==> src/common/rtt_consts.svh <==
// Constants of the reset time-out and reset-cause tracker.
// Assumes the includer works at one 125 MHz clock.
`ifndef RTT_CONSTS_SVH
`define RTT_CONSTS_SVH
`define RTT_CLK_HZ 125000000
`define RTT_MS_CYCLES (`RTT_CLK_HZ / 1000)
`define RTT_POWER_UP_DELAY_TIMER_MS 72
`define RTT_PLL_MS 2
`define RTT_OST_PERIODS 1024
`define RTT_CNT_W 11
`define RTT_PC_RESET 21'h000000
`define RTT_VEC_HIGH 21'h000008
`define RTT_VEC_LOW 21'h000018
`define RTT_PC_STEP 21'h000002
`define RTT_OFF_RESET_CAUSE_CONTROL 8'h00
`define RTT_OFF_IRQ_STAT 8'h04
`define RTT_OFF_IRQ_MASK 8'h08
`define RTT_OFF_CFG 8'h0C
`define RTT_OFF_STATUS 8'h10
`define RTT_RESET_CAUSE_CONTROL_POR 8'h1C
`define RTT_RESET_CAUSE_CONTROL_MASK 8'h9F
`define RTT_B_IRQ_PRIORITY_ENABLE 7
`define RTT_B_RI 4
`define RTT_B_TO 3
`define RTT_B_PD 2
`define RTT_B_POR 1
`define RTT_B_BOR 0
`define RTT_IRQ_DONE 0
`define RTT_IRQ_RESET 1
`define RTT_IRQ_WAKE 2
`define RTT_B_STK_OVF 1
`define RTT_B_STK_UNF 2
`define RTT_CFG_OSC_RST 3'h2
`define RTT_RESP_OK 2'h0
`define RTT_RESP_SLVERR 2'h2
`endif

==> src/common/rtt_pkg.sv <==
// Types of the reset time-out and reset-cause tracker.
// Assumes an AXI4-Lite master with 8-bit byte addresses.
package rtt_pkg;
    typedef enum logic [2:0] {
        RTT_OSC_LP, RTT_OSC_XT, RTT_OSC_HS, RTT_OSC_HSPLL, RTT_OSC_EC, RTT_OSC_RC
    } rtt_osc_mode_t;
    typedef enum logic [2:0] {
        SQ_POWER, SQ_POWER_UP_DELAY_TIMER, SQ_OST, SQ_PLL, SQ_MASTER_CLEAR_PIN, SQ_RUN
    } rtt_state_t;
    typedef enum logic [3:0] {
        EV_NONE, EV_POR, EV_BOR, EV_MASTER_CLEAR_PIN, EV_MASTER_CLEAR_PIN_SLP, EV_WDT, EV_STK_FULL,
        EV_STK_UNF, EV_RESET_INSTR, EV_WAKE_WDT, EV_WAKE_IRQ, EV_OSC_SW
    } rtt_event_t;
    typedef struct packed {
        logic watchdogTimeout;
        logic resetInstr;
        logic stackFull;
        logic stackUnderflow;
        logic sleeping;
        logic irqWake;
        logic irqWakeHigh;
        logic highGie;
        logic lowGie;
        logic oscSwitch;
    } rtt_core_evt_t;
    typedef struct packed {
        logic [7:0] awaddr;
        logic awvalid;
        logic [31:0] wdata;
        logic [3:0] wstrb;
        logic wvalid;
        logic bready;
        logic [7:0] araddr;
        logic arvalid;
        logic rready;
    } rtt_axi_req_t;
    typedef struct packed {
        logic awready;
        logic wready;
        logic [1:0] bresp;
        logic bvalid;
        logic arready;
        logic [31:0] rdata;
        logic [1:0] rresp;
        logic rvalid;
    } rtt_axi_rsp_t;
endpackage

==> src/verilog/rtt_reset_sequencer.sv <==
// Reset time-out sequencer and reset-cause recorder, AXI4-Lite slave.
// Assumes supply detectors, master clear and oscillator arrive asynchronously.
// Functional notes
// Power-up waits power-on pulse, then power-up delay, then oscillator count.
// External RC with delay disabled releases power-up reset with no time-out.
// Time-outs ignore master clear; release high then starts execution at once.
// Crystal with PLL adds 2 ms after 1024 periods; 72 ms first on power.
// Crystal without PLL: 1024 periods on wake; 72 ms first on power.
// External clock and RC: only 72 ms on power, nothing on wake.
// Power-up delay runs when its config bit is 0, skipped when 1.
// Cause register: priority enable bit 7, bits 6:5 zero, flags RI TO PD reset 1, POR BOR reset 0.
// Power-on: PC 0, set RI TO PD, clear POR BOR; brown-out keeps POR.
// Master clear while running: PC 0, clear priority enable, flags kept.
// Reset instruction: PC 0, clear RI, other flags kept.
// Stack-full reset: PC 0, set POR and BOR, record overflow.
// Stack-underflow reset: PC 0, set POR and BOR, record underflow.
// Master clear in sleep sets TO clears PD; watchdog reset opposite.
// Watchdog or interrupt wake: no reset, PC+2, clear TO and PD.
// Interrupt wake with global enable loads high or low vector.
// Resets clear stack top and PC; wakes keep them, PC advances two.
// Core held in reset while any time-out stage counts.
// Oscillator count only in crystal modes, after power-on, wake or oscillator switch.
`timescale 1ns/1ps
`default_nettype none
`include "rtt_consts.svh"
module rtt_reset_sequencer import rtt_pkg::*; #(
    parameter int unsigned MS_CYCLES = `RTT_MS_CYCLES,
    parameter int unsigned POWER_UP_DELAY_TIMER_MS = `RTT_POWER_UP_DELAY_TIMER_MS,
    parameter int unsigned PLL_MS = `RTT_PLL_MS,
    parameter int unsigned OST_PERIODS = `RTT_OST_PERIODS,
    parameter logic [2:0] OSC_MODE_RST = `RTT_CFG_OSC_RST,
    parameter logic POWER_UP_DELAY_TIMER_DIS_RST = 1'b0
) (
    input wire logic clk,
    input wire logic rst,
    input wire logic porPulsePin,
    input wire logic brownoutPin,
    input wire logic masterClearPin_n,
    input wire logic oscClkPin,
    input wire rtt_core_evt_t coreEvt,
    input wire logic [20:0] currentPc,
    input wire rtt_axi_req_t axiReq,
    output rtt_axi_rsp_t axiRsp,
    output logic coreResetHold,
    output logic pcLoad,
    output logic [20:0] pcValue,
    output logic tosClear,
    output logic irqPriorityEnable,
    output logic irq
);
    localparam logic [10:0] POWER_UP_DELAY_TIMER_LAST = 11'(POWER_UP_DELAY_TIMER_MS - 1);
    localparam logic [10:0] PLL_LAST = 11'(PLL_MS - 1);
    localparam logic [10:0] OST_LAST = 11'(OST_PERIODS - 1);

    function automatic logic isAddr(logic [7:0] a, logic [7:0] off);
        return a[7:2] == off[7:2];
    endfunction

    function automatic logic regHit(logic [7:0] a);
        return isAddr(a, `RTT_OFF_RESET_CAUSE_CONTROL) || isAddr(a, `RTT_OFF_IRQ_STAT) ||
            isAddr(a, `RTT_OFF_IRQ_MASK) || isAddr(a, `RTT_OFF_CFG) ||
            isAddr(a, `RTT_OFF_STATUS);
    endfunction

    function automatic logic [7:0] rconAfter(rtt_event_t k, logic [7:0] c);
        logic [7:0] r;
        r = c;
        if (k != EV_NONE && k != EV_WAKE_WDT && k != EV_WAKE_IRQ && k != EV_OSC_SW) begin
            r[`RTT_B_IRQ_PRIORITY_ENABLE] = 1'b0;
        end
        case (k)
            EV_POR: begin
                r = `RTT_RESET_CAUSE_CONTROL_POR;
            end
            EV_BOR: begin
                r[`RTT_B_RI] = 1'b1;
                r[`RTT_B_TO] = 1'b1;
                r[`RTT_B_PD] = 1'b1;
                r[`RTT_B_BOR] = 1'b0;
            end
            EV_MASTER_CLEAR_PIN_SLP: begin
                r[`RTT_B_TO] = 1'b1;
                r[`RTT_B_PD] = 1'b0;
            end
            EV_WDT: begin
                r[`RTT_B_TO] = 1'b0;
                r[`RTT_B_PD] = 1'b1;
            end
            EV_STK_FULL, EV_STK_UNF: begin
                r[`RTT_B_POR] = 1'b1;
                r[`RTT_B_BOR] = 1'b1;
            end
            EV_RESET_INSTR: begin
                r[`RTT_B_RI] = 1'b0;
            end
            EV_WAKE_WDT, EV_WAKE_IRQ: begin
                r[`RTT_B_TO] = 1'b0;
                r[`RTT_B_PD] = 1'b0;
            end
            default: begin
                r = r;
            end
        endcase
        return r;
    endfunction

    ////////////////////////////////////////////////////////////////////////
    // Pins, oscillator edges, time base
    logic [3:0] pinSync;
    logic oscPrev_reg;
    logic msTick;
    rtt_state_t state_reg, stateNext;
    logic [10:0] cnt_reg;
    logic [7:0] reset_cause_control_reg;
    logic [2:0] irqStat_reg, irqMask_reg;
    logic [3:0] cfg_reg;
    logic stkOvf_reg, stack_underflow_flag_reg;

    // Oscillator must stay below a quarter of clk to be counted reliably
    rtt_sync #(.WIDTH(4)) u_sync (
        .clk(clk),
        .rst(rst),
        .din({oscClkPin, masterClearPin_n, brownoutPin, porPulsePin}),
        .dout(pinSync)
    );

    wire logic porAct = pinSync[0];
    wire logic borAct = pinSync[1];
    wire logic mclrLow = ~pinSync[2];
    wire logic oscEdge = pinSync[3] & ~oscPrev_reg;
    wire logic powerAct = porAct | borAct;
    wire rtt_osc_mode_t oscMode = rtt_osc_mode_t'(cfg_reg[2:0]);
    wire logic pwrtDis = cfg_reg[3];
    wire logic crystal = (oscMode == RTT_OSC_LP) || (oscMode == RTT_OSC_XT) ||
        (oscMode == RTT_OSC_HS) || (oscMode == RTT_OSC_HSPLL);
    wire logic pllOn = (oscMode == RTT_OSC_HSPLL);
    wire logic inRun = (state_reg == SQ_RUN);
    wire logic tickClr = (stateNext != state_reg);

    rtt_tick #(.CYCLES(MS_CYCLES)) u_tick (
        .clk(clk),
        .rst(rst),
        .clr(tickClr),
        .tick(msTick)
    );

    ////////////////////////////////////////////////////////////////////////
    // Event selection, highest cause first
    wire rtt_event_t evKind =
        (powerAct && state_reg != SQ_POWER) ? (porAct ? EV_POR : EV_BOR) :
        !inRun ? EV_NONE :
        mclrLow ? (coreEvt.sleeping ? EV_MASTER_CLEAR_PIN_SLP : EV_MASTER_CLEAR_PIN) :
        coreEvt.watchdogTimeout ? (coreEvt.sleeping ? EV_WAKE_WDT : EV_WDT) :
        (coreEvt.sleeping && coreEvt.irqWake) ? EV_WAKE_IRQ :
        coreEvt.stackFull ? EV_STK_FULL :
        coreEvt.stackUnderflow ? EV_STK_UNF :
        coreEvt.resetInstr ? EV_RESET_INSTR :
        coreEvt.oscSwitch ? EV_OSC_SW : EV_NONE;
    wire logic isWake = (evKind == EV_WAKE_WDT) || (evKind == EV_WAKE_IRQ);
    wire logic isReset = (evKind != EV_NONE) && !isWake && (evKind != EV_OSC_SW);
    wire logic wakeHigh = (evKind == EV_WAKE_IRQ) && coreEvt.highGie && coreEvt.irqWakeHigh;
    wire logic wakeLow = (evKind == EV_WAKE_IRQ) && coreEvt.lowGie && !coreEvt.irqWakeHigh;
    wire logic [20:0] pcSel = isReset ? `RTT_PC_RESET :
        wakeHigh ? `RTT_VEC_HIGH :
        wakeLow ? `RTT_VEC_LOW :
        currentPc + `RTT_PC_STEP;

    ////////////////////////////////////////////////////////////////////////
    // Time-out chain
    wire rtt_state_t finishSt = mclrLow ? SQ_MASTER_CLEAR_PIN : SQ_RUN;
    wire rtt_state_t afterOst = pllOn ? SQ_PLL : finishSt;
    wire rtt_state_t afterPwrt = crystal ? SQ_OST : finishSt;
    wire logic stageTick = (state_reg == SQ_OST) ? oscEdge :
        ((state_reg == SQ_POWER_UP_DELAY_TIMER) || (state_reg == SQ_PLL)) ? msTick : 1'b0;

    always_comb begin
        stateNext = state_reg;
        case (state_reg)
            SQ_POWER: begin
                if (!powerAct) begin
                    stateNext = pwrtDis ? afterPwrt : SQ_POWER_UP_DELAY_TIMER;
                end
            end
            SQ_POWER_UP_DELAY_TIMER: begin
                if (msTick && cnt_reg == POWER_UP_DELAY_TIMER_LAST) begin
                    stateNext = afterPwrt;
                end
            end
            SQ_OST: begin
                if (oscEdge && cnt_reg == OST_LAST) begin
                    stateNext = afterOst;
                end
            end
            SQ_PLL: begin
                if (msTick && cnt_reg == PLL_LAST) begin
                    stateNext = finishSt;
                end
            end
            SQ_MASTER_CLEAR_PIN: begin
                if (!mclrLow) begin
                    stateNext = SQ_RUN;
                end
            end
            SQ_RUN: begin
                if (isReset) begin
                    stateNext = SQ_MASTER_CLEAR_PIN;
                end else if ((isWake || evKind == EV_OSC_SW) && crystal) begin
                    stateNext = SQ_OST;
                end
            end
            default: begin
                stateNext = SQ_POWER;
            end
        endcase
        // Supply dip restarts the chain from scratch
        if (powerAct) begin
            stateNext = SQ_POWER;
        end
    end

    always_ff @(posedge clk or posedge rst) begin
        if (rst) begin
            state_reg <= SQ_POWER;
            cnt_reg <= '0;
            oscPrev_reg <= 1'b0;
            coreResetHold <= 1'b1;
        end else begin
            state_reg <= stateNext;
            cnt_reg <= tickClr ? '0 : cnt_reg + 11'(stageTick);
            oscPrev_reg <= pinSync[3];
            coreResetHold <= (stateNext != SQ_RUN);
        end
    end

    always_ff @(posedge clk or posedge rst) begin
        if (rst) begin
            pcLoad <= 1'b1;
            pcValue <= `RTT_PC_RESET;
            tosClear <= 1'b1;
        end else begin
            pcLoad <= isReset || isWake;
            pcValue <= (isReset || isWake) ? pcSel : pcValue;
            tosClear <= isReset;
        end
    end

    ////////////////////////////////////////////////////////////////////////
    // AXI4-Lite slave
    logic awReady_reg, wReady_reg, bValid_reg, arReady_reg, rValid_reg;
    logic [7:0] awAddr_reg, wByte_reg;
    logic wLane0_reg;
    logic [1:0] bResp_reg, rResp_reg;
    logic [31:0] rData_reg;

    wire logic awFire = axiReq.awvalid && awReady_reg;
    wire logic wFire = axiReq.wvalid && wReady_reg;
    wire logic arFire = axiReq.arvalid && arReady_reg;
    wire logic doWrite = !awReady_reg && !wReady_reg && !bValid_reg;
    wire logic wrEn = doWrite && wLane0_reg;
    wire logic wrRcon = wrEn && isAddr(awAddr_reg, `RTT_OFF_RESET_CAUSE_CONTROL);
    wire logic wrMask = wrEn && isAddr(awAddr_reg, `RTT_OFF_IRQ_MASK);
    wire logic wrCfg = wrEn && isAddr(awAddr_reg, `RTT_OFF_CFG);
    wire logic wrStat = wrEn && isAddr(awAddr_reg, `RTT_OFF_STATUS);
    wire logic rdIrq = arFire && isAddr(axiReq.araddr, `RTT_OFF_IRQ_STAT);
    wire logic [7:0] rconBase = wrRcon ? (wByte_reg & `RTT_RESET_CAUSE_CONTROL_MASK) : reset_cause_control_reg;
    wire logic [7:0] rconNext = rconAfter(evKind, rconBase);
    // Named runRelease: the plain word is a reserved keyword
    wire logic runRelease = !inRun && (stateNext == SQ_RUN);
    wire logic [2:0] irqEv = {isWake, isReset, runRelease};
    wire logic [2:0] irqStatNext = (rdIrq ? 3'h0 : irqStat_reg) | irqEv;
    wire logic [2:0] maskNext = wrMask ? wByte_reg[2:0] : irqMask_reg;
    wire logic [7:0] ar = axiReq.araddr;
    wire logic [31:0] rdMux =
        isAddr(ar, `RTT_OFF_RESET_CAUSE_CONTROL) ? {24'h000000, reset_cause_control_reg} :
        isAddr(ar, `RTT_OFF_IRQ_STAT) ? {29'h00000000, irqStat_reg} :
        isAddr(ar, `RTT_OFF_IRQ_MASK) ? {29'h00000000, irqMask_reg} :
        isAddr(ar, `RTT_OFF_CFG) ? {28'h0000000, cfg_reg} :
        isAddr(ar, `RTT_OFF_STATUS) ?
            {3'h0, pcValue, 5'h00, stack_underflow_flag_reg, stkOvf_reg, coreResetHold} :
        32'h00000000;

    always_ff @(posedge clk or posedge rst) begin
        if (rst) begin
            awReady_reg <= 1'b1;
            wReady_reg <= 1'b1;
            bValid_reg <= 1'b0;
            bResp_reg <= `RTT_RESP_OK;
            awAddr_reg <= 8'h00;
            wByte_reg <= 8'h00;
            wLane0_reg <= 1'b0;
        end else begin
            awReady_reg <= awFire ? 1'b0 : ((bValid_reg && axiReq.bready) | awReady_reg);
            wReady_reg <= wFire ? 1'b0 : ((bValid_reg && axiReq.bready) | wReady_reg);
            bValid_reg <= doWrite | (bValid_reg && !axiReq.bready);
            bResp_reg <= doWrite ? (regHit(awAddr_reg) ? `RTT_RESP_OK : `RTT_RESP_SLVERR) :
                bResp_reg;
            awAddr_reg <= awFire ? axiReq.awaddr : awAddr_reg;
            wByte_reg <= wFire ? axiReq.wdata[7:0] : wByte_reg;
            wLane0_reg <= wFire ? axiReq.wstrb[0] : wLane0_reg;
        end
    end

    always_ff @(posedge clk or posedge rst) begin
        if (rst) begin
            arReady_reg <= 1'b1;
            rValid_reg <= 1'b0;
            rData_reg <= 32'h00000000;
            rResp_reg <= `RTT_RESP_OK;
        end else begin
            arReady_reg <= arFire ? 1'b0 : ((rValid_reg && axiReq.rready) | arReady_reg);
            rValid_reg <= arFire | (rValid_reg && !axiReq.rready);
            rData_reg <= arFire ? rdMux : rData_reg;
            rResp_reg <= arFire ? (regHit(ar) ? `RTT_RESP_OK : `RTT_RESP_SLVERR) : rResp_reg;
        end
    end

    assign axiRsp = '{awready: awReady_reg, wready: wReady_reg, bresp: bResp_reg,
        bvalid: bValid_reg, arready: arReady_reg, rdata: rData_reg, rresp: rResp_reg,
        rvalid: rValid_reg};

    ////////////////////////////////////////////////////////////////////////
    // Cause flags, stack record, interrupt
    // Hardware causes override a software write in the same cycle
    always_ff @(posedge clk or posedge rst) begin
        if (rst) begin
            reset_cause_control_reg <= `RTT_RESET_CAUSE_CONTROL_POR;
            irqStat_reg <= 3'h0;
            irqMask_reg <= 3'h0;
            cfg_reg <= {POWER_UP_DELAY_TIMER_DIS_RST, OSC_MODE_RST};
            stkOvf_reg <= 1'b0;
            stack_underflow_flag_reg <= 1'b0;
            irq <= 1'b0;
        end else begin
            reset_cause_control_reg <= rconNext;
            irqStat_reg <= irqStatNext;
            irqMask_reg <= maskNext;
            cfg_reg <= wrCfg ? wByte_reg[3:0] : cfg_reg;
            stkOvf_reg <= (evKind == EV_STK_FULL) |
                (stkOvf_reg & ~(wrStat & wByte_reg[`RTT_B_STK_OVF]));
            stack_underflow_flag_reg <= (evKind == EV_STK_UNF) |
                (stack_underflow_flag_reg & ~(wrStat & wByte_reg[`RTT_B_STK_UNF]));
            irq <= |(irqStatNext & maskNext);
        end
    end

    assign irqPriorityEnable = reset_cause_control_reg[`RTT_B_IRQ_PRIORITY_ENABLE];
endmodule
`default_nettype wire

==> src/verilog/rtt_sync.sv <==
// Two-flop synchroniser for a group of asynchronous levels.
// Assumes each bit is an independent level; no bus coherence.
`timescale 1ns/1ps
`default_nettype none
module rtt_sync #(
    parameter int unsigned WIDTH = 4
) (
    input wire logic clk,
    input wire logic rst,
    input wire logic [WIDTH-1:0] din,
    output logic [WIDTH-1:0] dout
);
    logic [WIDTH-1:0] meta_reg;

    always_ff @(posedge clk or posedge rst) begin
        if (rst) begin
            meta_reg <= '0;
            dout <= '0;
        end else begin
            meta_reg <= din;
            dout <= meta_reg;
        end
    end
endmodule
`default_nettype wire

==> src/verilog/rtt_tick.sv <==
// Divider giving a one-cycle enable every CYCLES clocks.
// Assumes clr restarts the period so a stage never gets a short first tick.
`timescale 1ns/1ps
`default_nettype none
module rtt_tick #(
    parameter int unsigned CYCLES = 125000
) (
    input wire logic clk,
    input wire logic rst,
    input wire logic clr,
    output logic tick
);
    localparam int unsigned W = (CYCLES > 1) ? $clog2(CYCLES) : 1;
    localparam logic [W-1:0] LAST = W'(CYCLES - 1);
    logic [W-1:0] cnt_reg;

    always_ff @(posedge clk or posedge rst) begin
        if (rst) begin
            cnt_reg <= '0;
            tick <= 1'b0;
        end else if (clr) begin
            cnt_reg <= '0;
            tick <= 1'b0;
        end else begin
            cnt_reg <= (cnt_reg == LAST) ? '0 : cnt_reg + 1'b1;
            tick <= (cnt_reg == LAST);
        end
    end
endmodule
`default_nettype wire
==> config.mk <==
export PLATFORM = sky130hd
export DESIGN_NAME = rtt_reset_sequencer
export DESIGN_NICKNAME = d
export VERILOG_FILES = /design/src/common/rtt_pkg.sv /design/src/verilog/rtt_reset_sequencer.sv /design/src/verilog/rtt_sync.sv /design/src/verilog/rtt_tick.sv
export VERILOG_INCLUDE_DIRS = /design/src /design/src/common
export SDC_FILE = /design/constraint.sdc
export NUM_CORES = 1
export LEC_CHECK = 0
export BUFFER_PORTS_ARGS = -buffer_cell sky130_fd_sc_hd__buf_2
export CORE_UTILIZATION = 50
export CTS_BUF_LIST = sky130_fd_sc_hd__clkbuf_8
export DETAILED_ROUTE_END_ITERATION = 12
export PLACE_DENSITY = 0.78
export SLEW_MARGIN = 10
export SYNTH_ARGS = -nofsm -noshare
export SYNTH_HDL_FRONTEND = slang
export SYNTH_SLANG_ARGS = --single-unit
==> constraint.sdc <==
create_clock -name clk -period 4.5 [get_ports clk]
set_clock_uncertainty 0.1 [all_clocks]
set_input_delay 0.9 -clock clk [delete_from_list [all_inputs] [get_ports clk]]
set_output_delay 0.9 -clock clk [all_outputs]
set_load 0.01 [all_outputs]
==> impl_metrics.csv, run 1 <==
group,metric,value,unit
cts,ctsLongestPathBuffers,2,
yosys,ys_ff_latch,131,
timing,tightest_slew,898,ps
yosys,synth_area_leaders,"dfrtp_1 45%, nand2_1 5.6%, dfstp_2 3.9%",
routing,wl_per_cell,16.0,µm
yosys,syn_inst,661,
grt,grt_usage,23.5,%
timing,period_needed,3360,ps
yosys,synth_most_common_cell,"dfrtp_1",
timing,timing.fmax,0.298,GHz
worst_setup_path,critPathTopFamily,"compound AO/OA/AOI/OAI gates",
layout,syn_to_final_growth,15.7,%
pwr,p_sw_share,31.2,%
yosys,yosysUniqueCellTypes,78,
pwr,p_per_area,397,mW/mm²
cts,post_cts_resized,0,
die,fp.dieH,118,µm
layout,finalNonFillerCells,961,
grt,grt-ovfl-total,0,
routing,firstDrtPassIters,7,
routing,vias,5485,
placed_design,place_area,0.00739,mm²
die,start_util,51.1,%
timing,setup_viol,0,
worst_setup_path,crit_buf_inv,0,
cts,insertion_delay,460,ps
grt,antenna_found_initial,1,
cts,root_buffer,"clkbuf_8",
placed_design,numPortBuffers,120,
timing,fin_tns_setup,0,ps
timing,fin_worst_hold_slack,253,ps
hold_path,hold_class,"register to register",
die,coreArea,0.0132,mm²
worst_setup_path,r2r_slack,1140,ps
worst_setup_path,arrival,3640,ps
timing,finalMaxSlewViolations,0,
cts,cts_max_level,4,
worst_setup_path,endpoint_kind,"register",
die,io_pins,161,
worst_setup_path,crit_path_end,"pcValue[3]",
worst_setup_path,crit_start,"state_reg[2]",
pwr,power_leakage,3.56,nW
pwr,combPwrFrac,18.5,%
grt,first_global_vias,5313,
yosys,syn_area_per_cell,10.2,µm²
routing,drtAntennaViolNets,0,
yosys,synth_flop_cell,"dfrtp_1",
flow_run,cap_violations,0,
pwr,p_int,2.13,mW
timing,finalHoldViolCount,0,
placed_design,dp.cells,928,
cts,path_clk_slew,80,ps
worst_setup_path,cp.depth,6,
worst_setup_path,critPathMaxStageDelay,660,ps
layout,drive_gt1_share,29.1,%
layout,final_nets,869,
yosys,synth_edf_count,0,
die,die_x,118,µm
pwr,power.net_switching,964,µW
cts,postCtsSetupBuffers,0,
yosys,netlist_area,0.00674,mm²
yosys,synth_top_area_cell,"dfrtp_1",
worst_setup_path,reg2reg_from,"state_reg[2]",
worst_setup_path,crit_type,"register to register",
timing,slew_headroom,40.2,%
pwr,ir_worst_vdd,374,µV
yosys,ys_warn_count,0,
routing,drcViolationCount,0,
grt,grt_max_degree,75,
timing,rsz0062_at_grt,"no",
worst_setup_path,r2r_cells,6,
worst_setup_path,critPathMaxFanout,20,
routing,drt_iter0_markers,286,
layout,largest_reg_flops,27,
placed_design,place.gp.congestion,0.886,
yosys,async_reset_ff_share,100,%
layout,fin_util,59.2,%
worst_setup_path,r2r-end,"pcValue[3]",
die,dieArea,0.0140,mm²
cts,cts_sinks,131,
grt,grt_pass1_wl,26.0,mm
die,num_rows,42,
worst_setup_path,required,4780,ps
cts,numCtsBuffers,17,
pwr,power.share.clock,32.5,%
worst_setup_path,path_cells,"or2b_1, nand4bb_4, o32a_1, nor4_1, a21o_1, a2bb2oi_1",
pwr,seqPwrFrac,49.0,%
cts,tritoncts,"built",
worst_setup_path,critPathLaunchType,"register",
routing,viasPerCell,5.71,
timing,fin_crit_sh,74.6,%
yosys,seq_area_frac_synth,48.8,%
cts,cts-hold-fix-buffers,0,
status,status,"completed",
yosys,synth_top_cell_area_share,44.9,%
layout,fin_area,0.00780,mm²
routing,drt_wl_total,15.4,mm
placed_design,dp_hpwl,11.0,mm
worst_setup_path,slowest_stage,"nor4_1",
yosys,yosys-top-cells-count,"121 x dfrtp_1, 101 x nand2_1, 38 x o21ai_0, 33 x nor2_1, 26 x nor3_1",
[layout make-up]
class	count	area, µm²
flip-flops and latches	131	3290
well taps	176	220
repair buffers	125	638
diodes	1	2.50
clock buffers	19	262
fillers	1136	5390
multi-input cells	483	3190
clock inverters	13	149
inverters	13	51.3
[stage by stage]
stage / setup slack, ps / total power, mW
after floorplan: 18.9 / 1.96
after global routing: 1010 / 3.27
after detailed placement: 789 / 2.11
after CTS: 1150 / 3.12
after global placement: 911 / 2.08
final: 1140 / 3.10
[placed cells by master, fill, tap and decap left out, types with 5 or more instances in the layout]
| cell type | count |
|---|---|
| nor2b_1 | 6 |
| dfstp_2 | 10 |
| nand2_1 | 101 |
| nor3_1 | 26 |
| a21o_1 | 6 |
| xnor2_1 | 19 |
| mux2_2 | 21 |
| o21ai_0 | 38 |
| mux2i_1 | 8 |
| o2bb2ai_1 | 20 |
| nand4_1 | 11 |
| nor2_1 | 33 |
| inv_1 | 12 |
| dfrtp_1 | 121 |
| xor2_1 | 23 |
| conb_1 | 7 |
| and3_1 | 13 |
| nor3_2 | 10 |
| buf_2 | 120 |
| nor4_1 | 7 |
| a211oi_1 | 5 |
| clkbuf_8 | 19 |
| buf_4 | 5 |
| a21oi_1 | 13 |
| nand3_1 | 24 |
| nand2b_1 | 5 |
[worst min-delay path by stage]
stage / from / endpoint / slack (ps) / depth (start not counted)
2_1_floorplan: u_sync.meta_reg[0] / u_sync.dout[0] / 230 / 0
3_3_place_gp: u_sync.meta_reg[1] / u_sync.dout[1] / 240 / 0
3_5_place_dp: u_sync.meta_reg[2] / u_sync.dout[2] / 240 / 0
4_1_cts: u_sync.meta_reg[2] / u_sync.dout[2] / 250 / 0
5_1_grt: u_sync.meta_reg[2] / u_sync.dout[2] / 260 / 0
6_report: u_sync.meta_reg[3] / u_sync.dout[3] / 250 / 0
[power by group through the flow]
stage / sequential, mW / clock [mW] / combinational, mW
after floorplan: 1.48 / 0 / 0.484
after global routing: 1.54 / 1.09 / 0.634
final: 1.52 / 1.01 / 0.571
after CTS: 1.52 / 1.03 / 0.574
after global placement: 1.53 / 0 / 0.550
after detailed placement: 1.54 / 0 / 0.571
[metal layers]
layer  up-vias  global-route usage, %  share of wire (%)
li1       2571                      -                  -
met1      2688                   31.1                 45
met3        30                   5.57                5.3
met4         0                   10.5                2.3
met5         -                      0                  0
met2       196                   36.9                 48
[cells by family (layout without fill, tap and decap cells)]
family | count (synthesis) | after routing | synth area share [%]
and+or+nand+nor | 281 | 281 | 23.2
DFF | 131 | 131 | 48.8
AOI/OAI and AO/OA | 119 | 119 | 12.4
buffers and inverters | 53 | 170 | 4.49
xor gates and xnor gates | 42 | 42 | 5.46
muxes | 30 | 30 | 4.92
adders and majority gates | 4 | 4 | 0.742
other | 1 | 8 | 0.0556
Note: power is estimated with default switching activity, not from simulation.
==> run 2: changes to the inputs <==
ABC_AREA = 1   (was default)
clock period = 2.82 ns   (was 4.5 ns; I/O delays follow)
==> impl_metrics.csv, run 2 <==
group,metric,value,unit
grt,grt_usage,23.3,%
layout,layout_common_cells,"169 x nand2_1, 121 x dfrtp_1, 120 x buf_2",
cts,ctsLongestPathBuffers,2,
yosys,syn_inst,791,
pwr,power_leakage,3.82,nW
timing,setup_viol,0,
routing,drt_wl_total,14.7,mm
layout,diodes,0,
cts,cts_sinks,131,
cts,root_buffer,"clkbuf_8",
yosys,ys_ff_latch,131,
grt,grt_use_met2,37.4,%
yosys,synth_most_common_cell,"nand2_1",
cts,insertion_delay,450,ps
timing,finalMaxSlewViolations,0,
pwr,ir_worst_vdd,701,µV
timing,timing.fmax,0.386,GHz
yosys,yosys-top-cells-count,"169 x nand2_1, 121 x dfrtp_1, 117 x inv_1, 83 x nor2_1, 60 x o21ai_0",
grt,grt-ovfl-total,0,
timing,rsz0062_at_grt,"no",
yosys,async_reset_ff_share,100,%
worst_setup_path,required,3050,ps
placed_design,numPortBuffers,120,
yosys,netlist_area,0.00657,mm²
timing,finalHoldViolCount,0,
grt,first_global_vias,5164,
routing,viasPerCell,5.08,
layout,drive_gt1_share,22.7,%
grt,antenna_found_initial,0,
yosys,seq_area_frac_synth,50.1,%
routing,firstDrtPassIters,5,
pwr,p_per_area,677,mW/mm²
pwr,power.net_switching,1.64,mW
worst_setup_path,endpoint_kind,"register",
yosys,synth_flop_cell,"dfrtp_1",
layout,syn_to_final_growth,19.0,%
cts,cts-hold-fix-buffers,0,
timing,fin_tns_setup,0,ps
yosys,synth_edf_count,0,
pwr,combPwrFrac,20.9,%
worst_setup_path,arrival,2820,ps
die,coreArea,0.0127,mm²
cts,postCtsSetupBuffers,0,
yosys,ys_warn_count,0,
pwr,p_sw_share,30.9,%
cts,path_clk_slew,70,ps
cts,post_cts_resized,0,
timing,tightest_slew,670,ps
layout,fin_area,0.00782,mm²
die,num_rows,41,
flow_run,cap_violations,0,
status,status,"completed",
layout,mostFrequentLayoutCell,"nand2_1",
yosys,yosysUniqueCellTypes,42,
cts,tritoncts,"built",
hold_path,hold_class,"primary input to async pin",
routing,drt_iter0_markers,318,
pwr,power.share.clock,34.8,%
pwr,seqPwrFrac,44.4,%
grt,grt_max_degree,69,
routing,drcViolationCount,0,
grt,use_met1,29.8,%
die,die_x,117,µm
timing,slew_headroom,55.2,%
worst_setup_path,crit_type,"register to register",
worst_setup_path,critPathMaxFanout,11,
grt,use_met3,5.09,%
die,dieArea,0.0136,mm²
pwr,p_int,3.66,mW
placed_design,dp_hpwl,10.7,mm
grt,grt_pass1_wl,24.1,mm
routing,vias,5614,
timing,period_needed,2590,ps
cts,numCtsBuffers,17,
layout,final_nets,1019,
yosys,synth_top_cell_area_share,46.1,%
placed_design,place.gp.congestion,0.876,
worst_setup_path,critPathLaunchType,"register",
routing,wl_per_cell,13.3,µm
timing,fin_crit_sh,91.9,%
die,fp.dieH,117,µm
yosys,synth_top_area_cell,"dfrtp_1",
cts,cts_max_level,4,
yosys,syn_area_per_cell,8.31,µm²
yosys,synth_area_leaders,"dfrtp_1 46%, nand2_1 9.7%, inv_1 6.7%",
placed_design,place_area,0.00734,mm²
grt,busiest_layer,"met2",
die,io_pins,161,
routing,drtAntennaViolNets,0,
die,start_util,51.7,%
layout,largest_reg_flops,27,
## run 2: path summary, 6_finish.rpt
kind                                          from                  to  slack [ps]  cells past startpoint
max in group asynchronous                      rst   u_tick.cnt_reg[9]        2100                      3
worst min register to register  u_sync.meta_reg[0]      u_sync.dout[0]         250                      0
worst max register to register        state_reg[2]         pcValue[16]         230                     15
worst max-delay path                  state_reg[2]         pcValue[16]         230                     15
worst min-delay path                           rst      u_sync.dout[0]         120                      3
min in group clk                       brownoutPin  u_sync.meta_reg[1]         120                      1
## run 2: cell type report
cell class | count | area [µm²]
Fill cell | 1127 | 4900
Sequential cell | 131 | 3290
Multi-Input combinational cell | 521 | 2690
Timing Repair Buffer | 129 | 693
Inverter | 121 | 462
Clock buffer | 19 | 262
Tap cell | 172 | 215
Clock inverter | 13 | 206
## run 2: stage by stage
stage	total power, mW	worst slack, ps	std cells	hold WS (ps)	utilization, %
2_1_floorplan	3.18	493	797	231	-
3_3_place_gp	3.45	234	1074	234	57.7
3_5_place_dp	3.48	161	1074	238	57.7
4_1_cts	5.32	207	1106	101	61.4
5_1_grt	5.59	16.9	1106	99.6	61.5
6_report	5.30	229	1106	119	61.5
## run 2: logic make-up (layout without fill, tap and decap cells)
| logic type | after synthesis | after routing | share of synthesized area, % |
|---|---|---|---|
| XOR/XNOR | 24 | 24 | 3.20 |
| AO/OA/AOI/OAI | 113 | 113 | 9.65 |
| AND/OR/NAND/NOR | 366 | 366 | 25.6 |
| adder cells (fa/ha/maj) | 4 | 4 | 0.762 |
| buffers and inverters | 145 | 282 | 9.46 |
| other | 1 | 7 | 0.0571 |
| multiplexers | 7 | 7 | 1.20 |
| flip-flops | 131 | 131 | 50.1 |
## run 2: routing by layer
metal | share of wire [%] | up-vias | wire length, µm
met1 | 43 | 2646 | 6310
li1 | - | 2790 | -
met5 | 0 | - | 0
met2 | 49 | 145 | 7260
met3 | 4.6 | 33 | 676
met4 | 2.9 | 0 | 433
## run 2: power groups by stage
stage	combinational, mW	sequential [mW]	clock (mW)
finish	1.11	2.35	1.84
global route	1.24	2.39	1.96
CTS	1.11	2.35	1.86
detailed placement	1.10	2.38	0
global placement	1.08	2.37	0
floorplan	0.822	2.36	0
## run 2: critical path: stages, from the launching register on
cell and delay (ps):
dfrtp_1 430, inv_1 120, nand2_1 90, inv_2 70, nor2_4 140, inv_2 80, nor2_2 100, inv_1 90
nand2_1 150, nand2_1 110, nor2_2 180, nand3_1 170, nand3_2 140, clkinvlp_4 230, o211ai_1 170, o21ai_0 110
==> run 3: changes to the inputs <==
ABC_AREA = default   (was 1)
CORE_UTILIZATION = 49   (was 50)
CTS_BUF_LIST = default   (was sky130_fd_sc_hd__clkbuf_8)
PLACE_DENSITY = 0.77   (was 0.78)
TNS_END_PERCENT = 30   (was default)
==> impl_metrics.csv, run 3 (same netlist as run 1, synthesis figures left out) <==
group,metric,value,unit
cts,root_buffer,"clkbuf_16",
layout,drive_gt1_share,31.9,%
hold_path,hold_class,"primary input to register",
layout,diodes,0,
worst_setup_path,critPathMaxFanout,19,
placed_design,dp_hpwl,11.4,mm
grt,grt-ovfl-total,0,
timing,fin_ws,107,ps
placed_design,numPortBuffers,120,
grt,antenna_found_initial,0,
layout,fill_cells,1081,
status,status,"completed",
routing,vias,5522,
layout,mostFrequentLayoutCell,"dfrtp_1",
pwr,p_sw_share,29.8,%
routing,drt_wl_total,16.2,mm
pwr,p_int,3.97,mW
grt,grt_usage,24.0,%
timing,slew_headroom,62.0,%
layout,layout_common_cells,"121 x dfrtp_1, 120 x buf_2, 101 x nand2_1",
cts,cts-hold-fix-buffers,0,
die,start_util,50.5,%
layout,fin_util,62.0,%
cts,cts_sinks,131,
timing,setup_viol,0,
grt,first_global_vias,5430,
grt,grt_max_degree,71,
routing,wl_per_cell,16.4,µm
routing,drt_iter0_markers,326,
pwr,seqPwrFrac,43.0,%
timing,fin_worst_hold_slack,147,ps
cts,path_clk_slew,60,ps
timing,fin_tns_setup,0,ps
routing,viasPerCell,5.58,
die,die_x,119,µm
timing,fin_crit_sh,96.2,%
timing,finalMaxSlewViolations,0,
die,coreArea,0.0133,mm²
timing,tightest_slew,555,ps
placed_design,place.gp.congestion,0.900,
die,fp.dieH,119,µm
routing,firstDrtPassIters,5,
timing,timing.fmax,0.369,GHz
pwr,power_leakage,3.82,nW
layout,syn_to_final_growth,22.8,%
worst_setup_path,required,3020,ps
worst_setup_path,endpoint_kind,"register",
worst_setup_path,arrival,2920,ps
cts,ctsLongestPathBuffers,2,
die,num_rows,42,
routing,drtAntennaViolNets,0,
pwr,power.share.clock,38.9,%
pwr,p_per_area,683,mW/mm²
worst_setup_path,critPathLaunchType,"register",
pwr,power.net_switching,1.68,mW
timing,finalHoldViolCount,0,
placed_design,dp_slack,-97.3,ps
grt,grt_pass1_wl,26.8,mm
timing,period_needed,2710,ps
cts,cts_max_level,4,
cts,numCtsBuffers,17,
pwr,combPwrFrac,18.1,%
routing,drcViolationCount,0,
die,io_pins,161,
cts,tritoncts,"built",
flow_run,cap_violations,0,
pwr,ir_worst_vdd,484,µV
layout,final_nets,899,
cts,insertion_delay,420,ps
die,dieArea,0.0142,mm²
worst_setup_path,crit_type,"register to register",
layout,largest_reg_flops,27,
==> run 3: cell types whose count changed in the layout (fill, tap and decap cells not counted), moves of 13 or more <==
cell	previous run	this run
buf_4	7	29
clkbuf_16	0	17
clkbuf_8	19	1
inv_1	117	12
mux2_2	7	21
nand2_1	169	101
nor2_1	83	33
nor2_4	14	0
o21ai_0	60	38
o2bb2ai_1	1	20
xnor2_1	6	19
==> run 3: power groups by stage <==
stage          clock [mW]  combinational (mW)  sequential [mW]
6_report             2.20                1.02             2.43
5_1_grt              2.32                1.11             2.46
4_1_cts              2.23                1.03             2.42
3_5_place_dp            0                1.02             2.46
3_3_place_gp            0               0.980             2.43
2_1_floorplan           0               0.773             2.36
==> run 3: final timing paths <==
kind	from	endpoint	slack (ps)	cells past startpoint
max	state_reg[1]	pcValue[17]	110	9
min	masterClearPin_n	u_sync.meta_reg[2]	150	1
max reg2reg	state_reg[1]	pcValue[17]	110	9
min reg2reg	u_sync.meta_reg[0]	u_sync.dout[0]	250	0
max in group asynchronous	rst	pcLoad	2130	3
min in group asynchronous	rst	u_tick.cnt_reg[7]	160	3
==> run 3: what timing repair did <==
action,in CTS,in global routing
gates resized for setup,0,2
hold endpoints to repair,0,0
setup endpoints to repair,0,34
buffers inserted,0,0
==> run 3: worst max-delay path: stages, from the launching register on <==
cell       delay (ps)
dfrtp_1           370
or2b_1            280
nand4bb_4         270
o32a_1            410
buf_4             160
nor4_1            360
buf_4             190
a21o_1            180
buf_12            170
o2bb2ai_1          90
==> run 3: through the flow <==
step | instances | total power, mW | cell area, µm²
3_3_place_gp | 958 | 3.41 | 7680
5_1_grt | 990 | 5.89 | 8280
3_5_place_dp | 958 | 3.47 | 7680
4_1_cts | 990 | 5.68 | 8270
2_1_floorplan | 667 | 3.13 | 6770
6_report | 990 | 5.65 | 8280
==> run 3: metal layers <==
metal	track usage [%]	wire, µm	vias to the layer above
met5	0	0	-
met4	9.77	429	0
met3	5.60	837	38
met2	38.3	7820	189
met1	31.6	7150	2652
li1	-	-	2643
==> run 3: layout make-up <==
class                   count  area (µm²)  area share (%)
clock inverters            14         151            1.83
well taps                 176         220            2.66
multi-input cells         483        3190            38.5
repair buffers            155         938            11.3
inverters                  13        52.6           0.635
clock buffers              18         439            5.30
flip-flops and latches    131        3290            39.7
